--- src/include/rst_mii_pkg.sv ---
// constants for the reset and MII port select block
package rst_mii_pkg;
  localparam int CLK_MHZ = 200;
  localparam int POR_MS = 22;
  localparam int SOFT_RST_US = 2;
  localparam int PHY_RST_US = 100;
  localparam int WAKE_MS = 2;
  localparam int EEPROM_PROBE_CYC = 64;
  localparam int POR_CYC = POR_MS * 1000 * CLK_MHZ;
  localparam int SOFT_RST_CYC = SOFT_RST_US * CLK_MHZ;
  localparam int PHY_RST_CYC = PHY_RST_US * CLK_MHZ;
  localparam int WAKE_CYC = WAKE_MS * 1000 * CLK_MHZ;
  localparam int SOFT_RST_BIT = 0;
  localparam int PHY_RST_BIT = 10;
  localparam int PHY_CTL_RST_BIT = 15;
  localparam int EEPROM_BUSY_BIT = 31;
  localparam logic [1:0] CLK_SEL_INT = 2'h0;
  localparam logic [1:0] CLK_SEL_EXT = 2'h1;
  localparam logic [1:0] CLK_SEL_OFF = 2'h2;
  localparam logic [1:0] PM_NORMAL = 2'h0;
  localparam int CNT_W = 24;
endpackage : rst_mii_pkg

--- src/hw/pulse_timer.sv ---
// one-shot cycle timer: busy from start until count expires
`timescale 1ns/100ps
module pulse_timer
  import rst_mii_pkg::*;
#(
  parameter int COUNT = 16
) (
  // clock and reset
  input wire logic CLK,
  input wire logic SYS_RST,
  // control
  input wire logic start,
  output logic busy,
  output logic done
);
  logic [CNT_W-1:0] cnt_r;
  logic busy_r;
  logic done_r;

  always_ff @(posedge CLK) begin
    if (SYS_RST) begin
      cnt_r <= '0;
      busy_r <= 1'b0;
      done_r <= 1'b0;
    end else begin
      done_r <= 1'b0;
      if (start) begin
        // restart wins so a retrigger extends the pulse
        cnt_r <= CNT_W'(COUNT - 1);
        busy_r <= 1'b1;
      end else if (busy_r) begin
        if (cnt_r == '0) begin
          busy_r <= 1'b0;
          done_r <= 1'b1;
        end else begin
          cnt_r <= cnt_r - 1'b1;
        end
      end
    end
  end

  assign busy = busy_r | start;
  assign done = done_r;
endmodule : pulse_timer

--- src/hw/reset_and_mii_port_select.sv ---
// reset source arbitration, ready sequencing and MII port switching
`timescale 1ns/100ps
module reset_and_mii_port_select
  import rst_mii_pkg::*;
#(
  parameter int POR_COUNT = POR_CYC,
  parameter int WAKE_COUNT = WAKE_CYC,
  parameter int PROBE_COUNT = EEPROM_PROBE_CYC
) (
  // clock and reset
  input wire logic CLK,
  input wire logic SYS_RST,
  // reset pin (pull-up is in the pad)
  input wire logic HW_RESET_PIN_N,
  // host control strobes
  input wire logic SOFT_RESET_WR,
  input wire logic PHY_RESET_WR,
  input wire logic PHY_CTL_RESET_WR,
  input wire logic WAKE_TEST_WR,
  input wire logic EEPROM_DONE,
  // configuration
  input wire logic MII_PORT_SELECT_BIT,
  input wire logic MGMT_PORT_SELECT_BIT,
  input wire logic [1:0] CLK_SRC_SEL,
  // status
  output logic READY,
  output logic SOFT_RESET_BIT,
  output logic PHY_RESET_BIT,
  output logic PHY_CTL_RESET_BIT,
  output logic EEPROM_BUSY_FLAG,
  output logic [1:0] POWER_STATE_FIELD,
  // reset outputs per domain
  output logic PLL_RST,
  output logic HOST_BUS_RST,
  output logic EXEMPT_REG_RST,
  output logic MII_RST,
  output logic MAC_RST,
  output logic PHY_RST,
  output logic STRAP_LATCH,
  output logic MAC_ADDR_RELOAD,
  // MII clock enables for synchronous gating
  output logic INT_MII_CLK_EN,
  output logic EXT_MII_CLK_EN,
  // MII data path, MAC side
  input wire logic [3:0] MAC_TXD,
  input wire logic MAC_TX_EN,
  output logic [3:0] MAC_RXD,
  output logic MAC_RX_DV,
  output logic MAC_RX_ER,
  output logic MAC_CRS,
  output logic MAC_COL,
  // internal PHY
  output logic [3:0] INT_TXD,
  output logic INT_TX_EN,
  input wire logic [3:0] INT_RXD,
  input wire logic INT_RX_DV,
  input wire logic INT_RX_ER,
  input wire logic INT_CRS,
  input wire logic INT_COL,
  input wire logic INT_MDIO_IN,
  output logic INT_MDC,
  output logic INT_MDIO_OUT,
  output logic INT_MDIO_OE,
  // external MII port (pins)
  output logic [3:0] EXT_TXD,
  output logic EXT_TX_EN,
  input wire logic [3:0] EXT_RXD,
  input wire logic EXT_RX_DV,
  input wire logic EXT_RX_ER,
  input wire logic EXT_CRS,
  input wire logic EXT_COL,
  input wire logic EXT_MDIO_IN,
  output logic EXT_MDC,
  output logic EXT_MDIO_OUT,
  output logic EXT_MDIO_OE,
  // SMI master side
  input wire logic SMI_MDC,
  input wire logic SMI_MDIO_OUT,
  input wire logic SMI_MDIO_OE,
  output logic SMI_MDIO_IN
);
  typedef enum logic [2:0] {ST_POR, ST_PIN, ST_SOFT, ST_RUN, ST_WAKE} rst_state_e;
  rst_state_e state_r;
  logic pin_s1_r, pin_s2_r;
  logic por_busy, por_done, soft_busy, soft_done, phy_busy, wake_done;
  logic pin_low;
  logic full_rst;
  logic probe_start_r;
  logic probe_busy, probe_done;
  logic phy_ctl_r;
  logic ready_r;
  logic [1:0] pm_r;
  logic pin_rel_r;

  ////////////////////////////////////////////////////////////////////
  // reset pin synchroniser
  always_ff @(posedge CLK) begin
    if (SYS_RST) begin
      pin_s1_r <= 1'b1;
      pin_s2_r <= 1'b1;
    end else begin
      pin_s1_r <= HW_RESET_PIN_N;
      pin_s2_r <= pin_s1_r;
    end
  end
  assign pin_low = ~pin_s2_r;

  ////////////////////////////////////////////////////////////////////
  // timers
  pulse_timer #(.COUNT(POR_COUNT)) u_por (
    .CLK(CLK), .SYS_RST(1'b0), .start(SYS_RST), .busy(por_busy), .done(por_done));
  pulse_timer #(.COUNT(SOFT_RST_CYC)) u_soft (
    .CLK(CLK), .SYS_RST(full_rst), .start(SOFT_RESET_WR & ~full_rst),
    .busy(soft_busy), .done(soft_done));
  pulse_timer #(.COUNT(PHY_RST_CYC)) u_phy (
    .CLK(CLK), .SYS_RST(full_rst), .start(PHY_RESET_WR & ~full_rst),
    .busy(phy_busy), .done());
  pulse_timer #(.COUNT(WAKE_COUNT)) u_wake (
    .CLK(CLK), .SYS_RST(full_rst), .start(WAKE_TEST_WR & ~full_rst),
    .busy(), .done(wake_done));
  pulse_timer #(.COUNT(PROBE_COUNT)) u_probe (
    .CLK(CLK), .SYS_RST(SYS_RST), .start(probe_start_r),
    .busy(probe_busy), .done(probe_done));

  // power-on reset is seen as SYS_RST plus its timer
  assign full_rst = SYS_RST | por_busy | pin_low;

  ////////////////////////////////////////////////////////////////////
  // reset sequencing and ready flag
  always_ff @(posedge CLK) begin
    if (SYS_RST) begin
      state_r <= ST_POR;
      ready_r <= 1'b0;
      pm_r <= PM_NORMAL;
    end else if (pin_low) begin
      state_r <= ST_PIN;
      ready_r <= 1'b0;
      pm_r <= PM_NORMAL;
    end else begin
      case (state_r)
        ST_POR: if (!por_busy) begin
          state_r <= ST_RUN;
          ready_r <= 1'b1;
        end
        ST_PIN: begin
          state_r <= ST_RUN;
          ready_r <= 1'b1;
        end
        ST_SOFT: if (soft_done) begin
          state_r <= ST_RUN;
          ready_r <= 1'b1;
        end
        ST_RUN: begin
          if (SOFT_RESET_WR) begin
            state_r <= ST_SOFT;
            ready_r <= 1'b0;
          end else if (WAKE_TEST_WR) begin
            state_r <= ST_WAKE;
            ready_r <= 1'b0;
            pm_r <= PM_NORMAL;
          end
        end
        ST_WAKE: if (wake_done) begin
          state_r <= ST_RUN;
          ready_r <= 1'b1;
        end
        default: state_r <= ST_POR;
      endcase
    end
  end

  // probe begins on the release of any full or soft reset
  always_ff @(posedge CLK) begin
    if (SYS_RST) begin
      probe_start_r <= 1'b0;
      pin_rel_r <= 1'b0;
    end else begin
      pin_rel_r <= full_rst;
      probe_start_r <= (pin_rel_r & ~full_rst) | soft_done;
    end
  end
  // busy drops at probe timeout or when the loader reports done
  logic ee_busy_r;
  always_ff @(posedge CLK) begin
    if (SYS_RST) begin
      ee_busy_r <= 1'b1;
    end else if (full_rst || probe_start_r || soft_busy) begin
      ee_busy_r <= 1'b1;
    end else if (EEPROM_DONE || probe_done) begin
      ee_busy_r <= 1'b0;
    end
  end

  // PHY control reset bit clears on the first cycle the PHY timer is idle; the write does not start that timer
  always_ff @(posedge CLK) begin
    if (full_rst) begin
      phy_ctl_r <= 1'b0;
    end else if (PHY_CTL_RESET_WR) begin
      phy_ctl_r <= 1'b1;
    end else if (!phy_busy) begin
      phy_ctl_r <= 1'b0;
    end
  end
  logic phy_ctl_busy;
  assign phy_ctl_busy = phy_ctl_r | PHY_CTL_RESET_WR;

  ////////////////////////////////////////////////////////////////////
  // per-domain reset fan-out
  logic mii_gate_r;
  always_ff @(posedge CLK) begin
    if (SYS_RST) begin
      PLL_RST <= 1'b1;
      HOST_BUS_RST <= 1'b1;
      EXEMPT_REG_RST <= 1'b1;
      MII_RST <= 1'b1;
      MAC_RST <= 1'b1;
      PHY_RST <= 1'b1;
      STRAP_LATCH <= 1'b0;
      MAC_ADDR_RELOAD <= 1'b0;
    end else begin
      PLL_RST <= full_rst;
      EXEMPT_REG_RST <= full_rst;
      HOST_BUS_RST <= full_rst | soft_busy;
      MII_RST <= full_rst | soft_busy;
      MAC_RST <= full_rst | soft_busy;
      PHY_RST <= full_rst | phy_busy | phy_ctl_busy;
      // straps caught after release, never under the reset itself
      STRAP_LATCH <= pin_rel_r & ~full_rst;
      MAC_ADDR_RELOAD <= probe_start_r;
    end
  end

  ////////////////////////////////////////////////////////////////////
  // MII clock gating: enables feed clock-gate cells, changing only here
  always_ff @(posedge CLK) begin
    if (SYS_RST) begin
      INT_MII_CLK_EN <= 1'b0;
      EXT_MII_CLK_EN <= 1'b0;
      mii_gate_r <= 1'b1;
    end else begin
      mii_gate_r <= (CLK_SRC_SEL == CLK_SEL_OFF);
      INT_MII_CLK_EN <= (CLK_SRC_SEL == CLK_SEL_INT) && !mii_gate_r;
      EXT_MII_CLK_EN <= (CLK_SRC_SEL == CLK_SEL_EXT) && !mii_gate_r;
    end
  end

  // data and control multiplexer; clocks and SMI are not switched here
  always_comb begin
    INT_TXD = MII_PORT_SELECT_BIT ? 4'h0 : MAC_TXD;
    INT_TX_EN = ~MII_PORT_SELECT_BIT & MAC_TX_EN;
    EXT_TXD = MII_PORT_SELECT_BIT ? MAC_TXD : 4'h0;
    EXT_TX_EN = MII_PORT_SELECT_BIT & MAC_TX_EN;
    MAC_RXD = MII_PORT_SELECT_BIT ? EXT_RXD : INT_RXD;
    MAC_RX_DV = MII_PORT_SELECT_BIT ? EXT_RX_DV : INT_RX_DV;
    MAC_RX_ER = MII_PORT_SELECT_BIT ? EXT_RX_ER : INT_RX_ER;
    MAC_CRS = MII_PORT_SELECT_BIT ? EXT_CRS : INT_CRS;
    MAC_COL = MII_PORT_SELECT_BIT ? EXT_COL : INT_COL;
  end

  // SMI routing on its own select
  always_comb begin
    INT_MDC = MGMT_PORT_SELECT_BIT ? 1'b0 : SMI_MDC;
    INT_MDIO_OUT = SMI_MDIO_OUT;
    INT_MDIO_OE = ~MGMT_PORT_SELECT_BIT & SMI_MDIO_OE;
    EXT_MDC = MGMT_PORT_SELECT_BIT ? SMI_MDC : 1'b0;
    EXT_MDIO_OUT = SMI_MDIO_OUT;
    EXT_MDIO_OE = MGMT_PORT_SELECT_BIT & SMI_MDIO_OE;
    SMI_MDIO_IN = MGMT_PORT_SELECT_BIT ? EXT_MDIO_IN : INT_MDIO_IN;
  end

  assign READY = ready_r;
  assign SOFT_RESET_BIT = soft_busy;
  assign PHY_RESET_BIT = phy_busy;
  assign PHY_CTL_RESET_BIT = phy_ctl_r;
  assign EEPROM_BUSY_FLAG = ee_busy_r;
  assign POWER_STATE_FIELD = pm_r;
endmodule : reset_and_mii_port_select

--- config.mk ---
export PLATFORM = sky130hd
export DESIGN_NAME = reset_and_mii_port_select
export DESIGN_NICKNAME = d
export VERILOG_FILES = /design/src/include/rst_mii_pkg.sv /design/src/hw/pulse_timer.sv /design/src/hw/reset_and_mii_port_select.sv
export SDC_FILE = /design/constraint.sdc
export NUM_CORES = 1
export LEC_CHECK = 0
export BUFFER_PORTS_ARGS = -buffer_cell sky130_fd_sc_hd__buf_2
export CAP_MARGIN = 20
export CORE_MARGIN = 2
export CORE_UTILIZATION = 63
export CTS_CLUSTER_DIAMETER = 120
export DETAILED_ROUTE_END_ITERATION = 10
export PLACE_DENSITY = 0.95
export SLEW_MARGIN = 40
export SYNTH_ARGS = -nofsm -noshare
export SYNTH_HDL_FRONTEND = slang
export SYNTH_SLANG_ARGS = --single-unit
--- constraint.sdc ---
create_clock -name CLK -period 4.08 [get_ports CLK]
set_clock_uncertainty 0.2 [all_clocks]
set_input_delay 0.408 -clock CLK [delete_from_list [all_inputs] [get_ports CLK]]
set_output_delay 0.408 -clock CLK [all_outputs]
set_load 0.02 [all_outputs]
## Yosys cells after proc, flatten, opt, wreduce, memory -nomap -nowiden

Cells that the tools add are included.
Widths: inputs -> output; s select.

| cells by class | value |
|---|---|
| add/subtract/negate cells | 5 |
| eq/ne operators | 19 |
| muxes and demuxes | 54 |
| bitwise operators | 30 |
| reduce and logical (&&, ||, !) cells | 39 |

Operator list:

| operator | count |
|---|---|
| $logic_not 24->1 | 5 |
| $sub 24x1->24 const B | 5 |
| $mux 19 | 3 |
| $mux 15 | 3 |
| $mux 1 | 32 |
| $mux 9 | 3 |
| $mux 6 | 3 |
| $reduce_and 2->1 | 9 |
| $mux 3 | 5 |
| $pmux 3 s5 | 1 |
| $mux 4 | 3 |
| $not 1->1 | 12 |
| $reduce_or 2->1 | 6 |
| $ne 2x1->1 const B | 5 |
| $or 1x1->1 | 10 |
| $reduce_or 3->1 | 3 |
| $and 1x1->1 | 8 |
| $reduce_and 4->1 | 2 |
| $reduce_bool 2->1 | 4 |
| $eq 3x2->1 const B | 2 |
| $ne 2x2->1 const B | 3 |
| $ne 3x2->1 const B | 2 |
| $ne 3x3->1 const B | 2 |
| $pmux 1 s5 | 1 |
| 12 further kinds | 15 |

| storage, ports and cells | value |
|---|---|
| flip-flop bits (word level) | 146 |
| output and inout port bits | 42 |
| logic and storage cells | 181 |

## Longest topological paths before layout

| depth | value |
|---|---|
| word-level depth | 8 |
| depth in mapped cells | 9 |
| mapped depth without buffers | 7 |

## Cells and area by module

A second synthesis with hierarchy kept.

| unflattened totals | value |
|---|---|
| cells, all modules | 851 |
| area, all modules | 7679.9 sq um |

Modules (own cells, without submodules):

| module | instances | cells each | area an instance (sq um) | sequential area each (sq um) |
|---|---|---|---|---|
| pulse_timer (u_soft) | 1 | 160 | 1412.6 | 520.5 |
| pulse_timer (u_probe) | 1 | 147 | 1373.8 | 520.5 |
| pulse_timer (u_por) | 1 | 146 | 1331.3 | 520.5 |
| pulse_timer (u_wake) | 1 | 143 | 1323.8 | 520.5 |
| pulse_timer (u_phy) | 1 | 149 | 1291.2 | 520.5 |
| reset_and_mii_port_select | 1 | 106 | 947.2 | 360.3 |

## Worst setup path before layout

OpenSTA, ideal clock, no wires.

| path | value |
|---|---|
| kind | reg-to-reg |
| start | reg u_probe.cnt_r[15] |
| end | reg u_probe.cnt_r[1] |
| setup time | 70 ps |
| arrival time | 2243 ps |
| path slack | 1566 ps |
| cell stages (with the launch flop) | 8 |
| path buffers | 2 |
| clock period less this slack | 2514 ps |
| cell sequence | dfxtp_1 or4_1 buf_2 or4_4 buf_6 o21ai_4 mux2_1 a21oi_1 |

| on the way | value |
|---|---|
| word-level cells in the longest chain between the ends | 3 |

RTL lines:

| what | line | source |
|---|---|---|
| start, declared | pulse_timer.sv:16 | `logic [CNT_W-1:0] cnt_r;` |
| start signal, assigned | pulse_timer.sv:29 | `cnt_r <= CNT_W'(COUNT - 1);` |
| start signal, assigned | pulse_timer.sv:36 | `cnt_r <= cnt_r - 1'b1;` |
| $logic_not 24->1 | pulse_timer.sv:32 | `if (cnt_r == '0) begin` |
| $ne 2x2->1 (no line) | -- |  |
| $reduce_and 2->1 (no line) | -- |  |

Every way passes these cells.
A chain may end at the register's enable or synchronous reset.

## Worst setup path in the final report

| path | value |
|---|---|
| start | reg u_phy.cnt_r[13] |
| end | reg u_phy.cnt_r[0] |

| on the way | value |
|---|---|
| word-level cells in the longest chain between the ends | 3 |

RTL lines:

| what | line |
|---|---|
| start, declared | pulse_timer.sv:16 |
| start signal, assigned | pulse_timer.sv:29 |
| start signal, assigned | pulse_timer.sv:36 |
| $logic_not 24->1 | pulse_timer.sv:32 |
| $ne 2x1->1 (no line) | -- |
| $reduce_and 2->1 (no line) | -- |

Every way passes these cells.

==> summary by stage <==
Timing
The final-report hold violation count is 0. The post-route clock period utilization is 0.693. Setup repair after global routing left no endpoint under its margin. Setup total negative slack on the finished layout was measured at 0 ps. Static timing analysis puts the maximum clock frequency at 353 MHz. The worst slew margin relative to its limit is 0.462. The number of pins exceeding their max-slew limit in the final report is 0. At the pin with the least slew margin, the transition time is 800 ps. Setup violations remaining at the end of the flow were counted as 0. After layout, the minimum clock period comes to 2830 ps.

GRT
Across every metal layer, demand over resource in global routing totals 0.259. The global-route met2 utilization is 0.449. The global routing stage identified its most utilized layer as met2.

The fraction of met3 tracks used by global routing is 0.0681. The first-pass GRT wire length is 26.9 mm. For met1 alone, demand over resource in global routing was 0.309. The initial antenna violation count was 0. The pin count of the biggest net entering global routing is 48. The total grt overflow is 0. The via count of the first global-routing pass is 6,043.

Routing
The length of the first detailed-routing pass in iterations is 5. After detailed routing, the number of remaining DRC violations is 0. Dividing the detail-routed wire length by the instance count gives 15.3 um. The final antenna-violating net count is 0.

The number of vias per cell is 6.21. The routed via count is 6,381. After the first detailed-routing iteration, the DRC count stood at 428. The final layout contains routed wiring with a total length of 15.7 mm.

Yosys
By area the synthesized netlist is led by dfxtp_1 (41%), nor2_1 (4.8%), xnor2_1 (4.8%). By count the netlist is led by dfxtp_1 (146), nor2_1 (92), a21oi_1 (60). The number of distinct library cells after synthesis is 63. The sequential share of the synthesized area is 0.410. Measured against the total synthesized area, the mux share comes to 0.0272. The synthesized instance count is 815. Synthesis inferred 146 register bits. Of the total synthesized cell area, the portion taken by XOR and XNOR cells is 0.0847. Each instance of the synthesized netlist takes up on average 8.76 um2. The cell with the most instances after synthesis is dfxtp_1. Of all cell types, the one taking the most synthesized area is dfxtp_1. The simple-gate area share of the yosys netlist is 0.278. The number of enable-type register cells in the synthesized netlist is 0.

The predominant post-synthesis flop cell is dfxtp_1. The proportion of netlist area held by the largest area contributor is 0.410. The Yosys step of the flow raised 0 warnings. The post-synthesis compound-gate area fraction is 0.146.

The area of the mapped netlist is 7140 um2. The adder-cell share of the synthesized area is 0.0140. After synthesis, the share of flip-flops with an asynchronous set or reset is 0. After synthesis, the largest family of logic cells by area is simple AND/OR/NAND/NOR gates.

Final layout
Summing all flip-flop and latch instances after layout gives 2920 um2. The layout has 772 filler cells. The area growth from synthesis to layout is 14.9%. The number of nets in the finished design is 921. 0 antenna diodes ended up in the layout.

The fraction of layout instances using a drive strength above 1 is 0.164. Summing all multi-input logic gate instances after layout gives 3950 um2.

Die
The die span in x is 110 um. The top-level I/O count is 80. For this configuration, the core starts out at a cell density of 0.653.

After floorplanning, the core was divided into 38 placement rows. The floorplan die area is 12,200 um2. The placeable core region is 10,900 um2. The height of the die is 110 um.

Placement
The number of input and output port buffers inserted is 74. The wire-length estimate of the detail-placed layout is 10.2 mm. The placer congestion estimate is 0.854.

Setup path
The critical path is of the flip-flop to flip-flop type. Data on the critical path arrives at its endpoint at 2950 ps. The critical register-to-register path endpoint is u_phy.cnt_r[0]$_SDFFE_PP0P_. In this run the critical register-to-register path is launched from u_phy.cnt_r[13]$_SDFFE_PP0P_.

The worst setup path is captured at a flip-flop. The critical path runs through a total of 5 cells. The critical path data required time is 4200 ps. The worst reg-to-reg path cell count is 5. The critical path endpoint is u_phy.cnt_r[0]$_SDFFE_PP0P_. STA classifies the critical path startpoint as a flip-flop.

The cell with the largest stage delay on the worst path is nor4_2. The critical path goes through or4_1 > nor4_2 > a21boi_0 > xnor2_1 > o21a_1. The timing startpoint of the critical path is u_phy.cnt_r[13]$_SDFFE_PP0P_. The gate family responsible for the most delay along the worst path is simple AND/OR/NAND/NOR gates. Along the worst path, the maximum fanout reaches 9. The count of buffer and inverter cells on the critical path is 0.

The worst register-to-register path has a setup slack of 1250 ps. On the worst path, the slowest cell contributes a delay of 730 ps.

Run status
The run finished with clean final reports.

Clocking
The later pin in the worst-skew pair is clocked with a latency of 430 ps. CTS saw 146 sinks. The post-CTS resize count is 0. The H-tree depth reported by CTS is 4. The buffer cell driving the clock tree root is clkbuf_16. The TritonCTS clock tree is done.

The maximum clock path buffer count is 2. The post-CTS setup-driven buffer insertion count is 0. The CTS clock-pin slew for the worst setup and hold paths is 60 ps. Buffers inserted to repair hold after CTS numbered 5.

The number of clock buffers inserted by TritonCTS is 17.

Hold path
The path category of the worst min-delay check is input pin to flip-flop.

Power and ir drop
The proportion of power drawn by combinational gates is 0.036. The design draws 3.19 mW. Across the VDD grid, the largest voltage drop is 0.000431 V. The power per unit of standard cell area is 389 nW/um2. The share of total power dissipated in sequential elements is 0.451. The clock network power share is 0.513. Of the total power, the share spent switching nets is 0.229. Summed over all cells, the static leakage comes to 2.98 nW. The total net switching power is 0.731 mW.

The internal portion of the total power is 2.46 mW.

Job
Across the run, the number of max-cap violations was 0.
==> how the worst min path moves through the flow <==
stage                        startpoint                           to  slack, ps  cells past startpoint
floorplan           pin_s1_r$_SDFF_PP1_          pin_s2_r$_SDFF_PP1_        190                      1
global placement    pin_s1_r$_SDFF_PP1_          pin_s2_r$_SDFF_PP1_        190                      1
detailed placement  pin_s1_r$_SDFF_PP1_          pin_s2_r$_SDFF_PP1_        200                      1
CTS                        PHY_RESET_WR  u_phy.cnt_r[0]$_SDFFE_PP0P_         90                      2
global route               PHY_RESET_WR  u_phy.cnt_r[0]$_SDFFE_PP0P_         90                      2
finish                     PHY_RESET_WR  u_phy.cnt_r[0]$_SDFFE_PP0P_        110                      2
==> layout make-up <==
| type | count | area share |
|---|---|---|
| repair buffers | 82 | 0.0540 |
| inverters | 24 | 0.0110 |
| well taps | 140 | 0.0214 |
| flip-flops and latches | 146 | 0.356 |
| clock buffers | 17 | 0.0519 |
| multi-input cells | 604 | 0.482 |
| clock inverters | 15 | 0.0238 |
==> power groups by stage <==
| stage | clock network [mW] | registers, mW | logic, mW |
|---|---|---|---|
| finish | 1.64 | 1.44 | 0.116 |
| global route | 1.72 | 1.44 | 0.125 |
| CTS | 1.66 | 1.44 | 0.115 |
| detailed placement | 0 | 1.47 | 0.110 |
| global placement | 0 | 1.47 | 0.107 |
| floorplan | 0 | 1.47 | 0.0734 |
==> cells by family (layout without fill, tap and decap cells) <==
family                     count (synthesis)  count (layout)
DFF                                      146             146
AOI/OAI and AO/OA                        158             158
and+or+nand+nor                          349             349
muxes                                     18              18
other                                      1               2
buffers and inverters                     66             138
adders and majority gates                  8               8
xor gates and xnor gates                  69              69
==> state kept, by name, indices dropped and copies added (netlist names), 3 cells and up <==
name / flops
state_r: 3
u_phy.cnt_r: 24
u_por.cnt_r: 24
u_probe.cnt_r: 24
u_soft.cnt_r: 24
u_wake.cnt_r: 24
==> layout by cell type, fill, tap and decap left out, types with 9 or more instances in the layout <==
cell       synthesis  layout
or4_1             24      24
xor2_1            30      30
mux2_2            10      10
a21oi_1           60      60
o211ai_1          11      11
nor2b_1           13      13
nand4_1           12      12
nand2b_1           9       9
nor2_1            92      92
xnor2_1           39      39
a211oi_1          10      10
clkbuf_16          0      17
nor3_1            30      30
nand2_1           27      27
nor4_1            37      35
inv_1             22      22
o31ai_1           15      15
and2_1            12      12
buf_2              3      74
or3_1             33      33
dfxtp_1          146     146
nand3_1           14      14
o21ai_0           16      16
==> metal layers <==
layer  part of all wire  wire [um]  vias to the layer above
met5                  0          0                        -
met4              0.014        226                        0
met3              0.052        820                       28
met2               0.51       7930                      192
met1               0.43       6710                     3032
li1                   -          -                     3129
==> per-stage QoR <==
step | cells | instance area [um2] | util | worst slack [ps] | hold slack [ps]
2_1_floorplan | 816 | 7140 | - | 1570 | 189
3_3_place_gp | 991 | 7520 | 0.688 | 1250 | 195
3_5_place_dp | 991 | 7520 | 0.688 | 1160 | 203
4_1_cts | 1028 | 8190 | 0.749 | 1140 | 86.0
5_1_grt | 1028 | 8200 | 0.750 | 992 | 89.0
6_report | 1028 | 8200 | 0.750 | 1250 | 111
Power figures use the tool's default switching activity.
